===== src/pkg/rtcal_defs.svh =====
// register indices, field positions, reset values and counts for the alarm block
`ifndef RTCAL_DEFS_SVH
`define RTCAL_DEFS_SVH

// register indices; the byte address is four times the index
`define RTCAL_IDX_SEC    5'h01
`define RTCAL_IDX_MIN    5'h02
`define RTCAL_IDX_HOUR   5'h03
`define RTCAL_IDX_DAY    5'h04
`define RTCAL_IDX_DATE   5'h05
`define RTCAL_IDX_MONTH  5'h06
`define RTCAL_IDX_YEAR   5'h07
`define RTCAL_IDX_OUT    5'h08
`define RTCAL_IDX_AMON   5'h0A
`define RTCAL_IDX_ADATE  5'h0B
`define RTCAL_IDX_AHOUR  5'h0C
`define RTCAL_IDX_AMIN   5'h0D
`define RTCAL_IDX_ASEC   5'h0E
`define RTCAL_IDX_FLAGS  5'h0F
`define RTCAL_IDX_IST    5'h10
`define RTCAL_IDX_IMSK   5'h11

// field positions
`define RTCAL_TOP_BIT    7
`define RTCAL_B6_BIT     6
`define RTCAL_IRQ_ALARM  0
`define RTCAL_IRQ_SEC    1

// power-on values
`define RTCAL_RST_ST     1'b0
`define RTCAL_RST_OUT    1'b1
`define RTCAL_RST_LFS    1'b1
`define RTCAL_RST_ALM    8'h00
`define RTCAL_RST_ONE    8'h01

// bcd limits
`define RTCAL_BCD_NINE   4'h9
`define RTCAL_SEC_MAX    8'h59
`define RTCAL_HOUR_MAX   8'h23
`define RTCAL_DAY_MAX    8'h07
`define RTCAL_MON_MAX    8'h12
`define RTCAL_YEAR_MAX   8'h99
`define RTCAL_ZERO       8'h00
`define RTCAL_FEB        5'h02

// line clock edges per second, last count and half count
`define RTCAL_DIV_50     6'h31
`define RTCAL_DIV_60     6'h3B
`define RTCAL_HALF_50    6'h19
`define RTCAL_HALF_60    6'h1E

`endif


===== src/pkg/rtcal_pkg.sv =====
// types shared by the alarm, square-wave and output-pin logic
package rtcal_pkg;

    typedef enum logic [2:0] {
        rpt_sec,
        rpt_min,
        rpt_hour,
        rpt_day,
        rpt_month,
        rpt_year
    } rtcal_rpt_t;

    typedef struct packed {
        logic s1;
        logic s2;
        logic s3;
        logic level;
        logic rise;
    } rtcal_sync_t;

    typedef struct packed {
        logic        st;
        logic [6:0]  sec;
        logic [6:0]  min;
        logic [5:0]  hour;
        logic [2:0]  day;
        logic        lfs;
        logic [5:0]  date;
        logic [1:0]  cb;
        logic [4:0]  month;
        logic [7:0]  year;
        logic        out;
        logic [7:0]  alm_mon;
        logic [7:0]  alm_date;
        logic [7:0]  alm_hour;
        logic [7:0]  alm_min;
        logic [7:0]  alm_sec;
        logic        af;
        logic [4:0]  ptr;
        logic [5:0]  div;
        logic        eval;
        logic [1:0]  ist;
        logic [1:0]  imsk;
        logic        ack;
        logic [31:0] dat;
        logic        irq;
        logic        irq_pin_oe;
        logic        irq_pin_level;
        logic        sqw_oe;
        logic        sqw_level;
    } rtcal_state_t;

endpackage : rtcal_pkg


===== src/verilog/rtcal_pin_sync.sv =====
// three-stage synchroniser and rising-edge detector for the line clock pin
`timescale 1ns/1ns
module rtcal_pin_sync (
    input  wire logic clk,
    input  wire logic rst_n,
    input  wire logic ce,
    input  wire logic pin,
    output wire logic rise
);
    rtcal_pkg::rtcal_sync_t r;
    rtcal_pkg::rtcal_sync_t next_r;

    always_comb begin
        next_r      = r;
        next_r.s1   = pin;
        next_r.s2   = r.s1;
        next_r.s3   = r.s2;
        next_r.rise = 1'b0;
        if (r.s2 == r.s3) begin
            next_r.level = r.s3;
            next_r.rise  = r.s3 && !r.level;
        end
    end

    always_ff @(posedge clk) begin
        if (!rst_n) begin
            r <= '0;
        end else if (ce) begin
            r <= next_r;
        end
    end

    assign rise = r.rise;

endmodule : rtcal_pin_sync


===== src/verilog/rtcal_top.sv =====
// alarm, interrupt, square-wave and output-pin logic with time counters
//
// Chosen here: the Wishbone slave port and the address map.
`timescale 1ns/1ns
`include "rtcal_defs.svh"
module rtcal_top (
    input  wire logic        clk,
    input  wire logic        rst_n,
    input  wire logic        ce,
    input  wire logic        wb_cyc_i,
    input  wire logic        wb_stb_i,
    input  wire logic        wb_we_i,
    input  wire logic [6:0]  wb_adr_i,
    input  wire logic [3:0]  wb_sel_i,
    input  wire logic [31:0] wb_dat_i,
    output wire logic [31:0] wb_dat_o,
    output wire logic        wb_ack_o,
    output wire logic        irq,
    input  wire logic        line_clk_pin,
    output wire logic        int_out_pin_level,
    output wire logic        int_out_pin_oe,
    input  wire logic        int_out_pin_sense,
    output wire logic        square_wave_pin_level,
    output wire logic        square_wave_pin_oe,
    input  wire logic        square_wave_pin_sense
);
    rtcal_pkg::rtcal_state_t r;
    rtcal_pkg::rtcal_state_t next_r;
    rtcal_pkg::rtcal_rpt_t   mode;
    logic                    line_tick;
    logic                    acc;
    logic                    wr;
    logic                    rd_flags;
    logic [4:0]              idx;
    logic [4:0]              rpt_bits;
    logic                    sec_eq;
    logic                    min_eq;
    logic                    hour_eq;
    logic                    date_eq;
    logic                    mon_eq;
    logic                    alarm_match;
    logic                    hit;

    rtcal_pin_sync u_sync (
        .clk   (clk),
        .rst_n (rst_n),
        .ce    (ce),
        .pin   (line_clk_pin),
        .rise  (line_tick)
    );

    // ----------------------------------------------------------------
    // bcd helpers
    // ----------------------------------------------------------------
    function automatic logic [8:0] bcd_inc(input logic [7:0] v, input logic [7:0] lo,
                                           input logic [7:0] hi);
        logic [8:0] res;
        res = '0;
        if (v >= hi) begin
            res = {1'b1, lo};
        end else if (v[3:0] == `RTCAL_BCD_NINE) begin
            res = {1'b0, v[7:4] + 4'h1, 4'h0};
        end else begin
            res = {1'b0, v + 8'h01};
        end
        return res;
    endfunction : bcd_inc

    function automatic logic leap_year(input logic [7:0] y, input logic [1:0] cb);
        logic res;
        res = 1'b0;
        if (y == `RTCAL_ZERO)
            res = (cb == 2'h0);
        else if (y[4])
            res = (y[3:0] == 4'h2) || (y[3:0] == 4'h6);
        else
            res = (y[3:0] == 4'h0) || (y[3:0] == 4'h4) || (y[3:0] == 4'h8);
        return res;
    endfunction : leap_year

    function automatic logic [7:0] month_days(input logic [4:0] m, input logic [7:0] y,
                                              input logic [1:0] cb);
        logic [7:0] res;
        res = 8'h31;
        if (m == `RTCAL_FEB)
            res = leap_year(y, cb) ? 8'h29 : 8'h28;
        else if (m == 5'h04 || m == 5'h06 || m == 5'h09 || m == 5'h11)
            res = 8'h30;
        return res;
    endfunction : month_days

    function automatic rtcal_pkg::rtcal_rpt_t rpt_mode(input logic [4:0] m);
        rtcal_pkg::rtcal_rpt_t res;
        case (m)
            5'h1E:   res = rtcal_pkg::rpt_min;
            5'h1C:   res = rtcal_pkg::rpt_hour;
            5'h18:   res = rtcal_pkg::rpt_day;
            5'h10:   res = rtcal_pkg::rpt_month;
            5'h00:   res = rtcal_pkg::rpt_year;
            default: res = rtcal_pkg::rpt_sec;
        endcase
        return res;
    endfunction : rpt_mode

    // ----------------------------------------------------------------
    // bus decode and alarm compare
    // ----------------------------------------------------------------
    assign idx      = wb_adr_i[6:2];
    assign acc      = wb_cyc_i && wb_stb_i && !r.ack;
    assign wr       = acc && wb_we_i && wb_sel_i[0];
    assign rd_flags = acc && !wb_we_i && (idx == `RTCAL_IDX_FLAGS);

    assign rpt_bits = {r.alm_date[`RTCAL_B6_BIT], r.alm_date[`RTCAL_TOP_BIT],
                       r.alm_hour[`RTCAL_TOP_BIT], r.alm_min[`RTCAL_TOP_BIT],
                       r.alm_sec[`RTCAL_TOP_BIT]};
    assign mode     = rpt_mode(rpt_bits);
    assign sec_eq   = r.alm_sec[6:0] == r.sec;
    assign min_eq   = r.alm_min[6:0] == r.min;
    assign hour_eq  = r.alm_hour[5:0] == r.hour;
    assign date_eq  = r.alm_date[5:0] == r.date;
    assign mon_eq   = r.alm_mon[4:0] == r.month;
    assign alarm_match = (mode == rtcal_pkg::rpt_sec) || (sec_eq &&
        ((mode == rtcal_pkg::rpt_min) || (min_eq &&
        ((mode == rtcal_pkg::rpt_hour) || (hour_eq &&
        ((mode == rtcal_pkg::rpt_day) || (date_eq &&
        ((mode == rtcal_pkg::rpt_month) || mon_eq))))))));
    // one compare per seconds update, blocked while pointer sits on flags
    assign hit = r.eval && alarm_match && (r.ptr != `RTCAL_IDX_FLAGS);

    // ----------------------------------------------------------------
    // next state
    // ----------------------------------------------------------------
    always_comb begin
        logic [8:0] inc;
        logic [7:0] wd;
        logic [7:0] rd;
        logic [5:0] div_last;
        logic       carry;
        logic       sec_tick;
        inc      = '0;
        wd       = wb_dat_i[7:0];
        rd       = '0;
        div_last = r.lfs ? `RTCAL_DIV_60 : `RTCAL_DIV_50;
        carry    = 1'b0;
        sec_tick = 1'b0;
        next_r   = r;

        // line clock divider gives the one-second tick
        if (line_tick && !r.st) begin
            if (r.div >= div_last) begin
                next_r.div = '0;
                carry      = 1'b1;
            end else begin
                next_r.div = r.div + 6'h01;
            end
        end
        sec_tick    = carry;
        next_r.eval = carry;

        if (carry) begin
            inc        = bcd_inc({1'b0, r.sec}, `RTCAL_ZERO, `RTCAL_SEC_MAX);
            next_r.sec = inc[6:0];
            carry      = inc[8];
        end
        if (carry) begin
            inc        = bcd_inc({1'b0, r.min}, `RTCAL_ZERO, `RTCAL_SEC_MAX);
            next_r.min = inc[6:0];
            carry      = inc[8];
        end
        if (carry) begin
            inc         = bcd_inc({2'h0, r.hour}, `RTCAL_ZERO, `RTCAL_HOUR_MAX);
            next_r.hour = inc[5:0];
            carry       = inc[8];
        end
        if (carry) begin
            inc         = bcd_inc({5'h0, r.day}, `RTCAL_RST_ONE, `RTCAL_DAY_MAX);
            next_r.day  = inc[2:0];
            inc         = bcd_inc({2'h0, r.date}, `RTCAL_RST_ONE,
                                  month_days(r.month, r.year, r.cb));
            next_r.date = inc[5:0];
            carry       = inc[8];
        end
        if (carry) begin
            inc          = bcd_inc({3'h0, r.month}, `RTCAL_RST_ONE, `RTCAL_MON_MAX);
            next_r.month = inc[4:0];
            carry        = inc[8];
        end
        if (carry) begin
            inc         = bcd_inc(r.year, `RTCAL_ZERO, `RTCAL_YEAR_MAX);
            next_r.year = inc[7:0];
            carry       = inc[8];
        end
        if (carry)
            next_r.cb = r.cb + 2'h1;

        // register writes; a write into the clock bank restarts the divider
        if (wr) begin
            if (idx == `RTCAL_IDX_SEC) begin
                next_r.st  = wd[`RTCAL_TOP_BIT];
                next_r.sec = wd[6:0];
                next_r.div = '0;
            end else if (idx == `RTCAL_IDX_MIN) begin
                next_r.min = wd[6:0];
                next_r.div = '0;
            end else if (idx == `RTCAL_IDX_HOUR) begin
                next_r.hour = wd[5:0];
                next_r.div  = '0;
            end else if (idx == `RTCAL_IDX_DAY) begin
                next_r.day = wd[2:0];
                next_r.div = '0;
            end else if (idx == `RTCAL_IDX_DATE) begin
                next_r.lfs  = wd[`RTCAL_TOP_BIT];
                next_r.date = wd[5:0];
                next_r.div  = '0;
            end else if (idx == `RTCAL_IDX_MONTH) begin
                next_r.cb    = {wd[`RTCAL_TOP_BIT], wd[`RTCAL_B6_BIT]};
                next_r.month = wd[4:0];
                next_r.div   = '0;
            end else if (idx == `RTCAL_IDX_YEAR) begin
                next_r.year = wd;
                next_r.div  = '0;
            end else if (idx == `RTCAL_IDX_OUT) begin
                next_r.out = wd[`RTCAL_TOP_BIT];
            end else if (idx == `RTCAL_IDX_AMON) begin
                next_r.alm_mon = wd;
            end else if (idx == `RTCAL_IDX_ADATE) begin
                next_r.alm_date = wd;
            end else if (idx == `RTCAL_IDX_AHOUR) begin
                next_r.alm_hour = wd;
            end else if (idx == `RTCAL_IDX_AMIN) begin
                next_r.alm_min = wd;
            end else if (idx == `RTCAL_IDX_ASEC) begin
                next_r.alm_sec = wd;
            end else if (idx == `RTCAL_IDX_IMSK) begin
                next_r.imsk = wd[1:0];
            end
        end

        // read mux; the flag register drops writes
        if (idx == `RTCAL_IDX_SEC)
            rd = {r.st, r.sec};
        else if (idx == `RTCAL_IDX_MIN)
            rd = {1'b0, r.min};
        else if (idx == `RTCAL_IDX_HOUR)
            rd = {2'h0, r.hour};
        else if (idx == `RTCAL_IDX_DAY)
            rd = {5'h0, r.day};
        else if (idx == `RTCAL_IDX_DATE)
            rd = {r.lfs, 1'b0, r.date};
        else if (idx == `RTCAL_IDX_MONTH)
            rd = {r.cb[1], r.cb[0], 1'b0, r.month};
        else if (idx == `RTCAL_IDX_YEAR)
            rd = r.year;
        else if (idx == `RTCAL_IDX_OUT)
            rd = {r.out, 7'h00};
        else if (idx == `RTCAL_IDX_AMON)
            rd = r.alm_mon;
        else if (idx == `RTCAL_IDX_ADATE)
            rd = r.alm_date;
        else if (idx == `RTCAL_IDX_AHOUR)
            rd = r.alm_hour;
        else if (idx == `RTCAL_IDX_AMIN)
            rd = r.alm_min;
        else if (idx == `RTCAL_IDX_ASEC)
            rd = r.alm_sec;
        else if (idx == `RTCAL_IDX_FLAGS)
            rd = {1'b0, r.af, 6'h00};
        else if (idx == `RTCAL_IDX_IST)
            rd = {6'h00, r.ist};
        else if (idx == `RTCAL_IDX_IMSK)
            rd = {6'h00, r.imsk};

        next_r.ack = acc;
        next_r.dat = (acc && !wb_we_i) ? {24'h000000, rd} : '0;
        if (acc)
            next_r.ptr = idx + 5'h01;

        // clears first so that a same-cycle event wins
        if (rd_flags)
            next_r.af = 1'b0;
        if (hit)
            next_r.af = 1'b1;
        if (acc && !wb_we_i && idx == `RTCAL_IDX_IST)
            next_r.ist = '0;
        if (hit)
            next_r.ist[`RTCAL_IRQ_ALARM] = 1'b1;
        if (sec_tick)
            next_r.ist[`RTCAL_IRQ_SEC] = 1'b1;
        next_r.irq = |(next_r.ist & next_r.imsk);

        // open-drain interrupt/output pin, low when enabled
        next_r.irq_pin_level = 1'b0;
        if (next_r.alm_mon[`RTCAL_TOP_BIT])
            next_r.irq_pin_oe = next_r.af;
        else
            next_r.irq_pin_oe = !next_r.out;

        // 1 Hz square wave, high for the first half of each second
        next_r.sqw_level = 1'b0;
        next_r.sqw_oe    = 1'b0;
        if (next_r.alm_mon[`RTCAL_B6_BIT]) begin
            if (next_r.alm_hour[`RTCAL_B6_BIT]) begin
                next_r.sqw_oe = next_r.div >= (next_r.lfs ? `RTCAL_HALF_60 : `RTCAL_HALF_50);
            end else begin
                next_r.sqw_oe    = 1'b1;
                next_r.sqw_level = next_r.div < (next_r.lfs ? `RTCAL_HALF_60 : `RTCAL_HALF_50);
            end
        end
    end

    always_ff @(posedge clk) begin
        if (!rst_n) begin
            r          <= '0;
            r.st       <= `RTCAL_RST_ST;
            r.out      <= `RTCAL_RST_OUT;
            r.lfs      <= `RTCAL_RST_LFS;
            r.alm_mon  <= `RTCAL_RST_ALM;
            r.alm_hour <= `RTCAL_RST_ALM;
            r.day      <= 3'h1;
            r.date     <= 6'h01;
            r.month    <= 5'h01;
        end else if (ce) begin
            r <= next_r;
        end
    end

    assign wb_dat_o              = r.dat;
    assign wb_ack_o              = r.ack;
    assign irq                   = r.irq;
    assign int_out_pin_level     = r.irq_pin_level;
    assign int_out_pin_oe        = r.irq_pin_oe;
    assign square_wave_pin_level = r.sqw_level;
    assign square_wave_pin_oe    = r.sqw_oe;
endmodule : rtcal_top


===== config.mk =====
export PLATFORM = sky130hd
export DESIGN_NAME = rtcal_top
export DESIGN_NICKNAME = d
export VERILOG_FILES = /design/src/pkg/rtcal_pkg.sv /design/src/verilog/rtcal_pin_sync.sv /design/src/verilog/rtcal_top.sv
export VERILOG_INCLUDE_DIRS = /design/src /design/src/pkg
export SDC_FILE = /design/constraint.sdc
export NUM_CORES = 1
export LEC_CHECK = 0
export BUFFER_PORTS_ARGS = -buffer_cell sky130_fd_sc_hd__buf_4
export CAP_MARGIN = 10
export CORE_ASPECT_RATIO = 0.75
export CORE_MARGIN = 4
export CORE_UTILIZATION = 30
export CTS_CLUSTER_SIZE = 28
export DETAILED_ROUTE_END_ITERATION = 6
export PLACE_DENSITY = 0.58
export SYNTH_ARGS = -nofsm -noshare
export SYNTH_HDL_FRONTEND = slang
export SYNTH_SLANG_ARGS = --single-unit
export TNS_END_PERCENT = 50

===== constraint.sdc =====
create_clock -name clk -period 3.72 [get_ports clk]
set_input_delay 0.372 -clock clk [delete_from_list [all_inputs] [get_ports clk]]
set_output_delay 0.372 -clock clk [all_outputs]
set_load 0.02 [all_outputs]

==> results of run 1 <==
-- cell families after synthesis --
| family | Yosys count | synth area share |
|---|---|---|
| other | 1 | 0.000399 |
| multiplexers | 55 | 0.0591 |
| buffers and inverters | 173 | 0.0926 |
| AO/OA/AOI/OAI | 355 | 0.256 |
| AND/OR/NAND/NOR | 440 | 0.249 |
| XOR/XNOR | 41 | 0.0382 |
| adder cells (fa/ha/maj) | 34 | 0.0452 |
| flip-flops | 122 | 0.260 |
-- worst paths after layout --
check / start / endpoint / cells after the start / slack [ns]
max: r[100]$_SDFFE_PN0P_ / r[102]$_SDFFE_PN0P_ / 14 / 0.28
min: wb_adr_i[2] / r[49]$_SDFFE_PN0P_ / 2 / 0.18
min reg2reg: r[50]$_SDFFE_PN0P_ / r[50]$_SDFFE_PN0P_ / 2 / 0.47
max reg2reg: r[100]$_SDFFE_PN0P_ / r[102]$_SDFFE_PN0P_ / 14 / 0.28
-- cell usage after synthesis (11+ instances only) --
cell                       number  share of area
sky130_fd_sc_hd__a211oi_1      19          0.015
sky130_fd_sc_hd__buf_4         39          0.031
sky130_fd_sc_hd__inv_1         45          0.018
sky130_fd_sc_hd__nor3_1        30          0.016
sky130_fd_sc_hd__mux2i_1       51          0.054
sky130_fd_sc_hd__buf_2         12         0.0064
sky130_fd_sc_hd__a31oi_1       22          0.015
sky130_fd_sc_hd__clkbuf_1      62          0.025
sky130_fd_sc_hd__dfxtp_1      122           0.26
sky130_fd_sc_hd__nand4_1       23          0.015
sky130_fd_sc_hd__xnor2_1       26          0.024
sky130_fd_sc_hd__o22ai_1       18          0.012
sky130_fd_sc_hd__a21oi_1       72          0.038
sky130_fd_sc_hd__o31ai_1       11         0.0088
sky130_fd_sc_hd__nand2b_1      14         0.0093
sky130_fd_sc_hd__nor2_1       129          0.051
sky130_fd_sc_hd__nand2_1       99          0.040
sky130_fd_sc_hd__nor2b_1       11         0.0073
sky130_fd_sc_hd__nand3_1       35          0.019
sky130_fd_sc_hd__o21ai_0       81          0.043
sky130_fd_sc_hd__xor2_1        15          0.014
sky130_fd_sc_hd__o221ai_1      13          0.012
sky130_fd_sc_hd__ha_1          34          0.045
-- worst reg2reg max path: stages (launching register included) --
cell and delay, ns:
sky130_fd_sc_hd__dfxtp_1 0.31, sky130_fd_sc_hd__inv_1 0.11, sky130_fd_sc_hd__ha_1 0.19, sky130_fd_sc_hd__nor4b_2 0.27
sky130_fd_sc_hd__o211ai_1 0.13, sky130_fd_sc_hd__a31oi_1 0.18, sky130_fd_sc_hd__o21ai_1 0.12, sky130_fd_sc_hd__a21o_1 0.22
sky130_fd_sc_hd__ha_1 0.27, sky130_fd_sc_hd__nor4b_1 0.06, sky130_fd_sc_hd__o22a_1 0.31, sky130_fd_sc_hd__buf_4 0.19
sky130_fd_sc_hd__nor3_2 0.44, sky130_fd_sc_hd__a31oi_1 0.17, sky130_fd_sc_hd__a311o_1 0.36
-- placed cells by master, fill, tap and decap left out, types with 9 or more instances in the layout --
master                        n
sky130_fd_sc_hd__nor2_1     129
sky130_fd_sc_hd__dfxtp_1    122
sky130_fd_sc_hd__nand2_1     98
sky130_fd_sc_hd__o21ai_0     80
sky130_fd_sc_hd__a21oi_1     72
sky130_fd_sc_hd__buf_4       70
sky130_fd_sc_hd__mux2i_1     51
sky130_fd_sc_hd__inv_1       44
sky130_fd_sc_hd__nand3_1     35
sky130_fd_sc_hd__ha_1        34
sky130_fd_sc_hd__nor3_1      30
sky130_fd_sc_hd__xnor2_1     26
sky130_fd_sc_hd__conb_1      25
sky130_fd_sc_hd__nand4_1     23
sky130_fd_sc_hd__a31oi_1     22
sky130_fd_sc_hd__a211oi_1    19
sky130_fd_sc_hd__o22ai_1     18
sky130_fd_sc_hd__clkbuf_16   17
sky130_fd_sc_hd__xor2_1      15
sky130_fd_sc_hd__nand2b_1    14
sky130_fd_sc_hd__o221ai_1    13
sky130_fd_sc_hd__nor2b_1     11
sky130_fd_sc_hd__o31ai_1     11
sky130_fd_sc_hd__and3_1       9
sky130_fd_sc_hd__and2_1       9
sky130_fd_sc_hd__o21a_1       9
sky130_fd_sc_hd__nor4_1       9
-- sequential cells by signal (all words and copies together), names as in the netlist, 2 cells and up --
| register | cells |
|---|---|
| r | 104 |
| u_sync.next_r | 2 |
| u_sync.r | 2 |
| wb_dat_o | 8 |
-- area by class of cell --
| type | instances | area, um2 | area share |
|---|---|---|---|
| clock inverter | 12 | 198 | 0.0189 |
| timing repair buffer | 71 | 546 | 0.0520 |
| tap | 399 | 499 | 0.0476 |
| multi-input combinational | 950 | 6190 | 0.590 |
| inverter | 45 | 169 | 0.0161 |
| sequential | 122 | 2440 | 0.233 |
| clock buffer | 19 | 443 | 0.0422 |
-- stage by stage --
step	utilization	hold WS (ns)
floorplan	-	0.426
global placement	0.322	0.457
detailed placement	0.322	0.461
CTS	0.343	0.176
global route	0.343	0.184
finish	0.343	0.182
-- metal layers --
layer,vias up,part of all wire
met2,512,0.40
met4,0,0.011
li1,4398,-
met5,-,0
met3,34,0.11
met1,4607,0.48
-- power by group through the flow --
stage / Clock [mW] / Combinational [mW] / Sequential [mW]
final: 1.89 / 0.424 / 1.36
after global routing: 1.96 / 0.453 / 1.37
after CTS: 1.89 / 0.411 / 1.36
after detailed placement: 0 / 0.409 / 1.39
after global placement: 0 / 0.405 / 1.39
after floorplan: 0 / 0.303 / 1.37
==> flow_results.org, run 1 <==
** Run status
- The flow ran to the end, and the final reports show no timing, DRC or antenna violations.

** Logic synthesis
- Fraction of registers with async set or reset after synthesis :: 0
- Synthesis produced approximately 1200 cells.
- Top FF cell, synth :: sky130_fd_sc_hd__dfxtp_1
- After synthesis, the mean cell area works out to 7.70 um2.
- The mapped netlist covers 9400 um2.
- Total of warnings raised by yosys :: 0
- Number of enable flip-flop cells after synthesis :: 0
- The share of the Yosys chip area taken by registers is 0.260.
- Count of unique library cells instantiated by Yosys :: 97
- In this run, synthesis produced a sequential element count of 122.

** Timing
- The number of hold violations in the final report came to 0.
- Max-slew violation count :: 0
- Highest clock rate :: between 0.2 and 0.3 GHz
- Setup total negative slack on the finished layout was measured at 0 ns.
- Final Setup Violations :: 0
- For the pin with the worst max-slew slack, the measured transition is approximately 1.2 ns.
- Setup skew after layout :: 0.0147 ns
- Rel. slew slack :: 0.181
- Smallest setup slack after layout :: about 0.28 ns
- After layout, the minimum clock period comes to between 3 and 4 ns.
- Share of the cycle needed by the critical path after routing :: 0.926
- Setup repair after global routing left no endpoint under its margin.

** GRT
- The via count of the first global-routing pass is approximately 8600.
- GRT overflow :: 0
- Entering global routing, the biggest net connects 46 pins.
- Met2 track utilization from global routing :: 0.268
- GR Layer Usage met1 :: 0.310
- First-pass GRT wire length :: between 50000 and 60000 um
- Met3 usage in global routing :: 0.0515
- Layer with the highest usage :: met1
- For this run, the total global-route usage over all layers was measured as 0.197.
- The number of antenna violations at the first check in global routing is 0.

** Layout
- Total of fill cells in the finished design :: approximately 3200
- Post-layout net count :: roughly 1300
- 0 antenna diodes ended up in the layout.
- With fillers left out, the area of the finished cells amounts to ~10000 um2.
- Ratio of cells with drive above 1 in the final layout :: 0.121
- After the flow finishes, the layout carries non-filler instances totaling between 1500 and 2000.
- From synthesis to final layout, the design area changed by 11.5%.

** Floorplanning
- The initial utilization of the core area, before any placement, comes to 0.308.
- The die covers 34300 um2.
- The initialized floorplan defines 55 standard-cell rows.
- The region available for standard cell placement spans ~31000 um2.
- IO Count :: 90
- Measured along the x axis, the die boundary spans between 200 and 250 um.
- Die height :: 161 um

** Job
- Max-cap check violation count :: 0

** Power
- Total net switching power :: around 1.0 mW
- The share of total power dissipated in sequential elements is 0.371.
- Switching power share of the total :: 0.278
- The internal portion of the total power is roughly 2.7 mW.
- Design Power :: ~3.7 mW
- VDD sags by at most about 0.31 mV.
- Comb pwr share :: 0.115
- Power Density :: between 300 and 400 nW/um2
- In this run the static leakage power is about 4 nW.
- Clock group share of total power :: 0.514

** Routing
- Number of nets with antenna violations after detailed routing :: 0
- Detailed-route wire length :: roughly 35000 um
- Average routed wire per standard cell :: ~22 um
- Using the TritonRoute via totals, the vias-per-cell ratio works out to 5.90.
- Pre-antenna DRT Iters :: 6
- Violation count after the first detailed-routing iteration :: approximately 1000
- The detailed router placed ~9600 vias in this run.
- Residual DRC count :: 0

** Clock tree
- The clock passes through at most 2 buffers.
- TritonCTS clock tree :: built
- Number of buffers created by CTS :: 17
- H-tree Lvls :: 4
- Number of sinks driven by the clock tree :: between 100 and 150
- The root buffer cell chosen for the clock tree is sky130_fd_sc_hd__clkbuf_16.
- The clock reaches the later pin of the worst-skew pair after roughly 0.44 ns.
- Post-CTS Hold Fix Bufs :: 0
- Post-CTS timing repair inserted 0 buffers for setup.
- Number of instances resized during post-cts repair :: 0
- Clk slew on worst S/H paths :: around 0.06 ns

** Worst setup path
- At the worst endpoint, the required time is around 4.0 ns.
- In this design, the largest share of critical-path delay is due to compound AO/OA/AOI/OAI gates.
- The worst setup path is captured at a flop.
- Of all nets on the critical path, the largest fanout is 6.
- Worst path cell trace :: inv_1 -> ha_1 -> nor4b_2 -> o211ai_1 -> a31oi_1 -> o21ai_1 -> a21o_1 -> ha_1 -> nor4b_1 -> o22a_1 -> buf_4 -> nor3_2 -> a31oi_1 -> a311o_1
- For this design, the slowest cell found on the critical path is sky130_fd_sc_hd__nor3_2.
- The largest single stage delay on the critical path is roughly 0.44 ns.
- The critical path is of the reg -> reg type.
- Number of buffer and inverter stages on the critical path :: 2
- For the worst setup path, the data arrival time is 3.77 ns.
- STA classifies the critical path startpoint as a flop.

** Placement
- Placed Instances :: around 1600
- The congestion estimate from routability-driven global placement came to between 0.9 and 1.
- Summing all placed instances gives a cell area of roughly 10000 um2.
- Summed over all nets, the half-perimeter wirelength after detailed placement is around 25000 um.
- Port Buffer Count :: 33
- OpenSTA, run right after detailed placement, puts the worst setup slack at about 0.28 ns.

** Min path
- In this run the worst hold path is classified as in -> reg.
No activity file was read; power rests on OpenSTA's default activity.
==> run 2: changes to the inputs <==
CAP_MARGIN = 20   (was 10)
CORE_UTILIZATION = 61   (was 30)
PLACE_DENSITY = 0.94   (was 0.58)
==> flow_results.org, run 2 (synthesis results as in run 1) <==
** Worst setup path
- STA classifies the critical path startpoint as a flop.
- The endpoint required time on the critical path was 4.04 ns (about the same).
- Data arrival time of the critical path :: 3.76 ns (about the same)
- The maximum fanout count along the critical path is 9 (+3).
- Crit Path Category :: reg -> reg
- STA classifies the critical path endpoint as a flop.

** Timing
- Min Hold Slack :: 0.163 ns (-0.0194 ns)
- Setup Total Neg Slack :: 0 ns (unchanged)
- The count of final setup violators is 0 (unchanged).
- Share of the cycle needed by the critical path after routing :: 0.925 (about the same)
- Rel. slew slack :: 0.247 (+0.0659)
- The measured slew at the worst slew-check pin came to 1.13 ns (-0.0985 ns).
- Final hold viol count :: 0 (unchanged)
- Setup skew after layout :: 0.0101 ns (-0.00458 ns)
- The post-route minimum period was 3.44 ns (-0.00109 ns).
- The maximum achievable frequency is 0.290 GHz (about the same).
- Max-slew violation count :: 0 (unchanged)
- RSZ-0062 raised after global routing :: no

** Layout
- In the layout the commonest cells are sky130_fd_sc_hd__nor2_1, sky130_fd_sc_hd__dfxtp_1, sky130_fd_sc_hd__nand2_1.
- The fraction of final layout cells sized beyond drive strength 1 came to 0.112 (-0.00846).
- Compared with the post-synthesis result, the final layout area differs by 7.76%.
- The utilization of the core after routing is 0.668 (+0.325).
- Final std cell area, no fill :: 10100 um2 (-3.4%)
- The flip-flop count of the largest register, all copies and words added was 104 (unchanged).
- The net count of the finished layout came to 1277 (-1.2%).
- Most common cell after layout, fill and taps aside :: sky130_fd_sc_hd__nor2_1
- ANT cells :: 0 (unchanged)
- Ranked by flip-flop count, first place goes to r.

** Placement
- The instance area at placement is 9460 um2 (-3.8%).
- The half-perimeter wire length of the detailed placement result was 21600 um (-13%).
- The number of I/O port buffers was 33 (unchanged).
- Routability-driven placement congestion ratio :: 1.03 (+3.9%)

** Floorplanning
- The boundary pin count was 90 (unchanged).
- Starting utilization of the core area :: 0.620 (+0.312)
- The chip height came to 116 um (-28%).
- Row count :: 39 (-29%)
- Die width :: 151 um (-29%)
- The placeable core region is 15200 um2 (-50%).
- The die outline area is 17500 um2 (-49%).

** Power
- The cell-internal power was 2.66 mW (+0.15%).
- Power Density :: 362 nW/um2 (+3.3%)
- The net switching power was 1.01 mW (-1.2%).
- The combinational cell fraction of total power was 0.111 (-0.004).
- The fraction of power spent switching nets was 0.275 (-0.00267).
- The static leakage power was 3.82 nW (-1.9%).
- The clock share of power came to 0.517 (+0.003).
- Peak supply drop :: 0.339 mV (+7.7%)
- The power share of the sequential group was 0.372 (about the same).

** GRT
- The final global-route overflow total was 0 (unchanged).
- Via count of the first global-routing pass :: 9182 (+7.2%)
- First-pass GRT wire length :: 49500 um (-6.2%)
- The largest net degree at the start of global routing is 49 (+6.5%).
- The number of antenna violations at the first check in global routing came to 0 (unchanged).
- The global-route usage over all layers came to 0.362 (+0.165).

** Job
- Max-cap check violation count :: 0 (unchanged)

** Clock tree
- Number of buffers created by CTS :: 17 (unchanged)
- TritonCTS clock tree :: built
- H-tree Lvls :: 4 (unchanged)
- Clock Path Buffers :: 2 (unchanged)
- The cell sitting at the root of the clock tree is a sky130_fd_sc_hd__clkbuf_16.
- The clock sink count came to 122 (unchanged).
- Clock latency at the later pin of the worst-skew pair :: 0.44 ns (about the same)
- The clock input transition at the sequential cells of the worst setup and hold paths is 0.06 ns (about the same).
- Post-CTS Hold Fix Bufs :: 0 (unchanged)

** Run status
- Violations in the final reports :: DRC
- Outcome :: finished with violations

** Routing
- Average routed wire per standard cell :: 22.6 um (+4.9%)
- The number of detailed-route iterations in the first pass is 7 (+1).
- The total DRC errors in the routed layout came to 4 (+4).
- The starting DRC count in detailed routing came to 1733 (+71%).
- Vias after detailed routing :: 9963 (+4.3%)
- Number of nets with antenna violations after detailed routing :: 0 (unchanged)
- The detailed-route wire length was 31800 um (-8.7%).
- The vias per cell was 7.07 (+20%).

** Min path
- Tightest Hold Check Type :: in -> reg
==> run 2: final timing paths <==
| check | startpoint | end | slack, ns | cells past startpoint |
|---|---|---|---|---|
| min reg2reg | wb_dat_o[7]$_SDFFE_PN0P_ | wb_dat_o[7]$_SDFFE_PN0P_ | 0.47 | 2 |
| min | wb_adr_i[2] | r[49]$_SDFFE_PN0P_ | 0.16 | 2 |
| max | r[100]$_SDFFE_PN0P_ | r[102]$_SDFFE_PN0P_ | 0.28 | 14 |
| max reg2reg | r[100]$_SDFFE_PN0P_ | r[102]$_SDFFE_PN0P_ | 0.28 | 14 |
==> run 2: per-stage QoR <==
step,power (mW),cells,setup slack (ns)
floorplan,1.68,1245,0.608
global placement,1.76,1377,0.306
detailed placement,1.77,1377,0.115
CTS,3.63,1409,0.0804
global route,3.74,1409,0.0248
finish,3.67,1409,0.277
==> run 2: per-layer routing <==
layer  share of wire  track usage  vias up
met4           0.039        0.153        0
met3            0.17        0.131      137
met1            0.38        0.485     4594
li1                -            -     4372
met5               0            0        -
met2            0.41        0.526      860
==> run 2: cell type report <==
type / instances / area [um2]
clock buffers: 18 / 439
clock inverters: 14 / 218
fillers: 1249 / 5040
inverters: 45 / 169
multi-input cells: 950 / 6200
flip-flops and latches: 122 / 2440
well taps: 205 / 256
repair buffers: 55 / 413
==> run 2: critical path, stage by stage, from the launching register on <==
cell and delay [ns]:
sky130_fd_sc_hd__dfxtp_1 0.31, sky130_fd_sc_hd__inv_1 0.13, sky130_fd_sc_hd__ha_1 0.16, sky130_fd_sc_hd__nor4b_1 0.31, sky130_fd_sc_hd__o211ai_1 0.13, sky130_fd_sc_hd__a31oi_1 0.27, sky130_fd_sc_hd__o21ai_0 0.12, sky130_fd_sc_hd__a21o_1 0.21
sky130_fd_sc_hd__ha_1 0.28, sky130_fd_sc_hd__nor4b_2 0.29, sky130_fd_sc_hd__o22a_2 0.35, sky130_fd_sc_hd__nor2_2 0.11, sky130_fd_sc_hd__nand2_1 0.27, sky130_fd_sc_hd__nor4bb_1 0.10, sky130_fd_sc_hd__a311o_1 0.28
==> run 2: what timing repair did <==
item | CTS | global route
gates resized for setup | 0 | 4
setup endpoints to repair | 0 | 16
setup buffers | 0 | 0
==> run 2: power groups by stage <==
stage                     clock, mW  sequential, mW  combinational [mW]
after detailed placement          0            1.39               0.381
after global placement            0            1.39               0.371
after global routing           1.94            1.37               0.432
final                          1.90            1.37               0.408
after floorplan                   0            1.37               0.303
after CTS                      1.88            1.36               0.386
==> run 3: changes to the inputs <==
CELL_PAD_IN_SITES_DETAIL_PLACEMENT = 1   (was unset)
CELL_PAD_IN_SITES_GLOBAL_PLACEMENT = 1   (was unset)
CORE_UTILIZATION = 45   (was 61)
PLACE_DENSITY = 0.93   (was 0.94)
==> flow_results.org, run 3 (synthesis results as in run 1) <==
** Run status
- The run finished with clean final reports.

** Layout
- The number of inserted diodes is 0 (unchanged).
- In the layout the commonest cells are sky130_fd_sc_hd__nor2_1, sky130_fd_sc_hd__dfxtp_1, sky130_fd_sc_hd__nand2_1.
- Max reg flops :: 104 (unchanged)
- Synth-to-layout area growth :: 9.55%
- Final std cell area, no fill :: 10300 um2 (+1.7%)
- The utilization of the core after routing came to 0.505 (-0.162).
- Post-layout net count :: 1291 (+1.1%)
- The area taken by multi-input logic gates came to 6190 um2 (about the same).
- The number of filler instances in the final layout came to 2546 (+100%).
- More flip-flops sit in one register than any other, and that register is r.
- Most common cell after layout, fill and taps aside :: sky130_fd_sc_hd__nor2_1
- The final non-filler cell total came to 1500 (+6.5%).
- The sequential cell area in the final layout is 2440 um2 (unchanged).
- The fraction of final layout cells sized beyond drive strength 1 came to 0.117 (+0.00528).

** Placement
- The pre-CTS worst setup slack is 0.219 ns (+0.104 ns).
- The instance area at placement was 9660 um2 (+2.1%).
- Routability-driven placement congestion ratio :: 1.00 (-2.6%)
- The number of I/O port buffers is 33 (unchanged).
- Total half-perimeter wirelength after legalization and detailed placement :: 26200 um (+21%)
- Placed Instances :: 1468 (+6.6%)

** Clock tree
- Root buf cell :: sky130_fd_sc_hd__clkbuf_16
- The H-tree depth reported by CTS is 4 (unchanged).
- Clock latency at the later pin of the worst-skew pair :: 0.44 ns (about the same)
- TritonCTS clock tree :: built
- The number of buffers created by CTS came to 17 (unchanged).
- The maximum number of buffers from clock root to sink came to 2 (unchanged).
- The clock input transition at the sequential cells of the worst setup and hold paths is 0.06 ns (about the same).
- The cts-stage hold buffer count came to 0 (unchanged).
- The clock sink count was 122 (unchanged).

** Floorplanning
- Die height :: 133 um (+15%)
- The placeable core region is 20400 um2 (+34%).
- IO Count :: 90 (unchanged)
- Die width :: 175 um (+16%)
- The starting utilization of the core area came to 0.461 (-0.158).
- Die outline area :: 23300 um2 (+33%)
- Row count :: 45 (+15%)

** Worst setup path
- Cell type with the highest occurrence count on the critical path :: sky130_fd_sc_hd__ha_1
- Cell type group with the largest total delay on the critical path :: compound AO/OA/AOI/OAI gates
- The worst setup path is of the reg -> reg kind.
- The signal on the critical path passes through inv_1 -> ha_1 -> nor4b_2 -> o211ai_1 -> a31oi_1 -> o21ai_0 -> a21o_1 -> ha_1 -> nor4b_1 -> o22a_1 -> nor2_1 -> nand2_1 -> nor4bb_1 -> a311o_1.
- Maximum cell stage delay along the critical path :: 0.37 ns (+0.02 ns)
- CP Capture Type :: flop
- The endpoint required time on the critical path is 4.04 ns (about the same).
- Nature of the critical path startpoint :: flop
- The maximum fanout count along the critical path is 6 (-3).
- Slowest cell on the critical path :: sky130_fd_sc_hd__nor4b_1
- Data arrival time of the critical path :: 3.78 ns (+0.02 ns)
- Number of buffer and inverter stages on the critical path :: 1 (unchanged)

** Routing
- The total via count after detailed routing is 10200 (+2.4%).
- Pre-antenna DRT Iters :: 6 (-1)
- The number of nets with antenna violations after routing is 0 (unchanged).
- Violation count after the first detailed-routing iteration :: 1447 (-17%)
- Detailed-route wire length :: 37900 um (+19%)
- The average detailed-routed wire length per instance was 25.3 um (+12%).
- The vias per cell was 6.80 (-3.8%).
- The total DRC errors in the routed layout was 0 (-4).

** Timing
- The worst slack on hold paths came to 0.176 ns (+0.0129 ns).
- Period minus WS final :: 3.46 ns (+0.0214 ns)
- RSZ-0062 raised after global routing :: no
- The maximum achievable frequency is 0.289 GHz (-0.62%).
- Transition time of the tightest slew-check pin :: 0.938 ns (-0.187 ns)
- Setup skew after layout :: 0.0143 ns (+0.00418 ns)
- The final setup TNS came to 0 ns (unchanged).
- Share of the cycle needed by the critical path after routing :: 0.931 (+0.00575)
- Max-slew violation count :: 0 (unchanged)
- Smallest setup slack after layout :: 0.256 ns (-0.0214 ns)
- The normalized max-slew margin was 0.369 (+0.122).
- Final hold viol count :: 0 (unchanged)
- The count of final setup violators is 0 (unchanged).

** Power
- The static leakage power is 3.90 nW (+2.1%).
- Peak supply drop :: 0.290 mV (-15%)
- The total power density per cell area was 352 nW/um2 (-2.7%).
- Design Power :: 3.63 mW (-1.1%)

** GRT
- The number of antenna violations at the first check in global routing was 0 (unchanged).
- GRT overflow :: 0 (unchanged)
- Via count of the first global-routing pass :: 10043 (+9.4%)
- First-pass GRT wire length :: 59000 um (+19%)
- Largest net degree at the start of global routing :: 41 (-16%)
- The global-route usage over all layers was 0.320 (-0.0414).

** Min path
- The min-delay analysis places its worst path in the category in -> reg.

** Job
- Max-cap check violation count :: 0 (unchanged)
run 3: power by group:
group | internal (mW) | switching, mW | leakage [nW] | total [mW]
sequential | 1.33 | 0.0409 | 0.988 | 1.37
clock | 1.16 | 0.671 | 0.307 | 1.83
combinational | 0.127 | 0.304 | 2.60 | 0.431
total | 2.62 | 1.02 | 3.90 | 3.63
run 3: area by class of cell:
cell class                      instances  area share
Tap cell                              282      0.0342
Clock buffer                           26      0.0504
Multi-Input combinational cell        950       0.601
Sequential cell                       122       0.237
Timing Repair Buffer                   69      0.0503
Clock inverter                          6      0.0104
Inverter                               45      0.0164
run 3: timing repair:
item	4_1_cts	5_1_grt
endpoints found under the setup margin	0	7
resized for setup	0	2
buffers inserted	0	0
run 3: final timing paths:
| path | start | to | slack [ns] | cells after the start |
|---|---|---|---|---|
| setup / recovery | r[100]$_SDFFE_PN0P_ | r[102]$_SDFFE_PN0P_ | 0.26 | 14 |
| hold / removal | wb_adr_i[2] | r[49]$_SDFFE_PN0P_ | 0.18 | 2 |
| setup reg to reg | r[100]$_SDFFE_PN0P_ | r[102]$_SDFFE_PN0P_ | 0.26 | 14 |
| hold reg to reg | r[50]$_SDFFE_PN0P_ | r[50]$_SDFFE_PN0P_ | 0.49 | 2 |
run 3: metal layers:
metal | GRT usage | up-vias | wire, um
met3 | 0.112 | 123 | 4810
met4 | 0.131 | 0 | 1650
met5 | 0 | - | 0
li1 | - | 4406 | -
met2 | 0.478 | 676 | 16300
met1 | 0.423 | 4995 | 15200
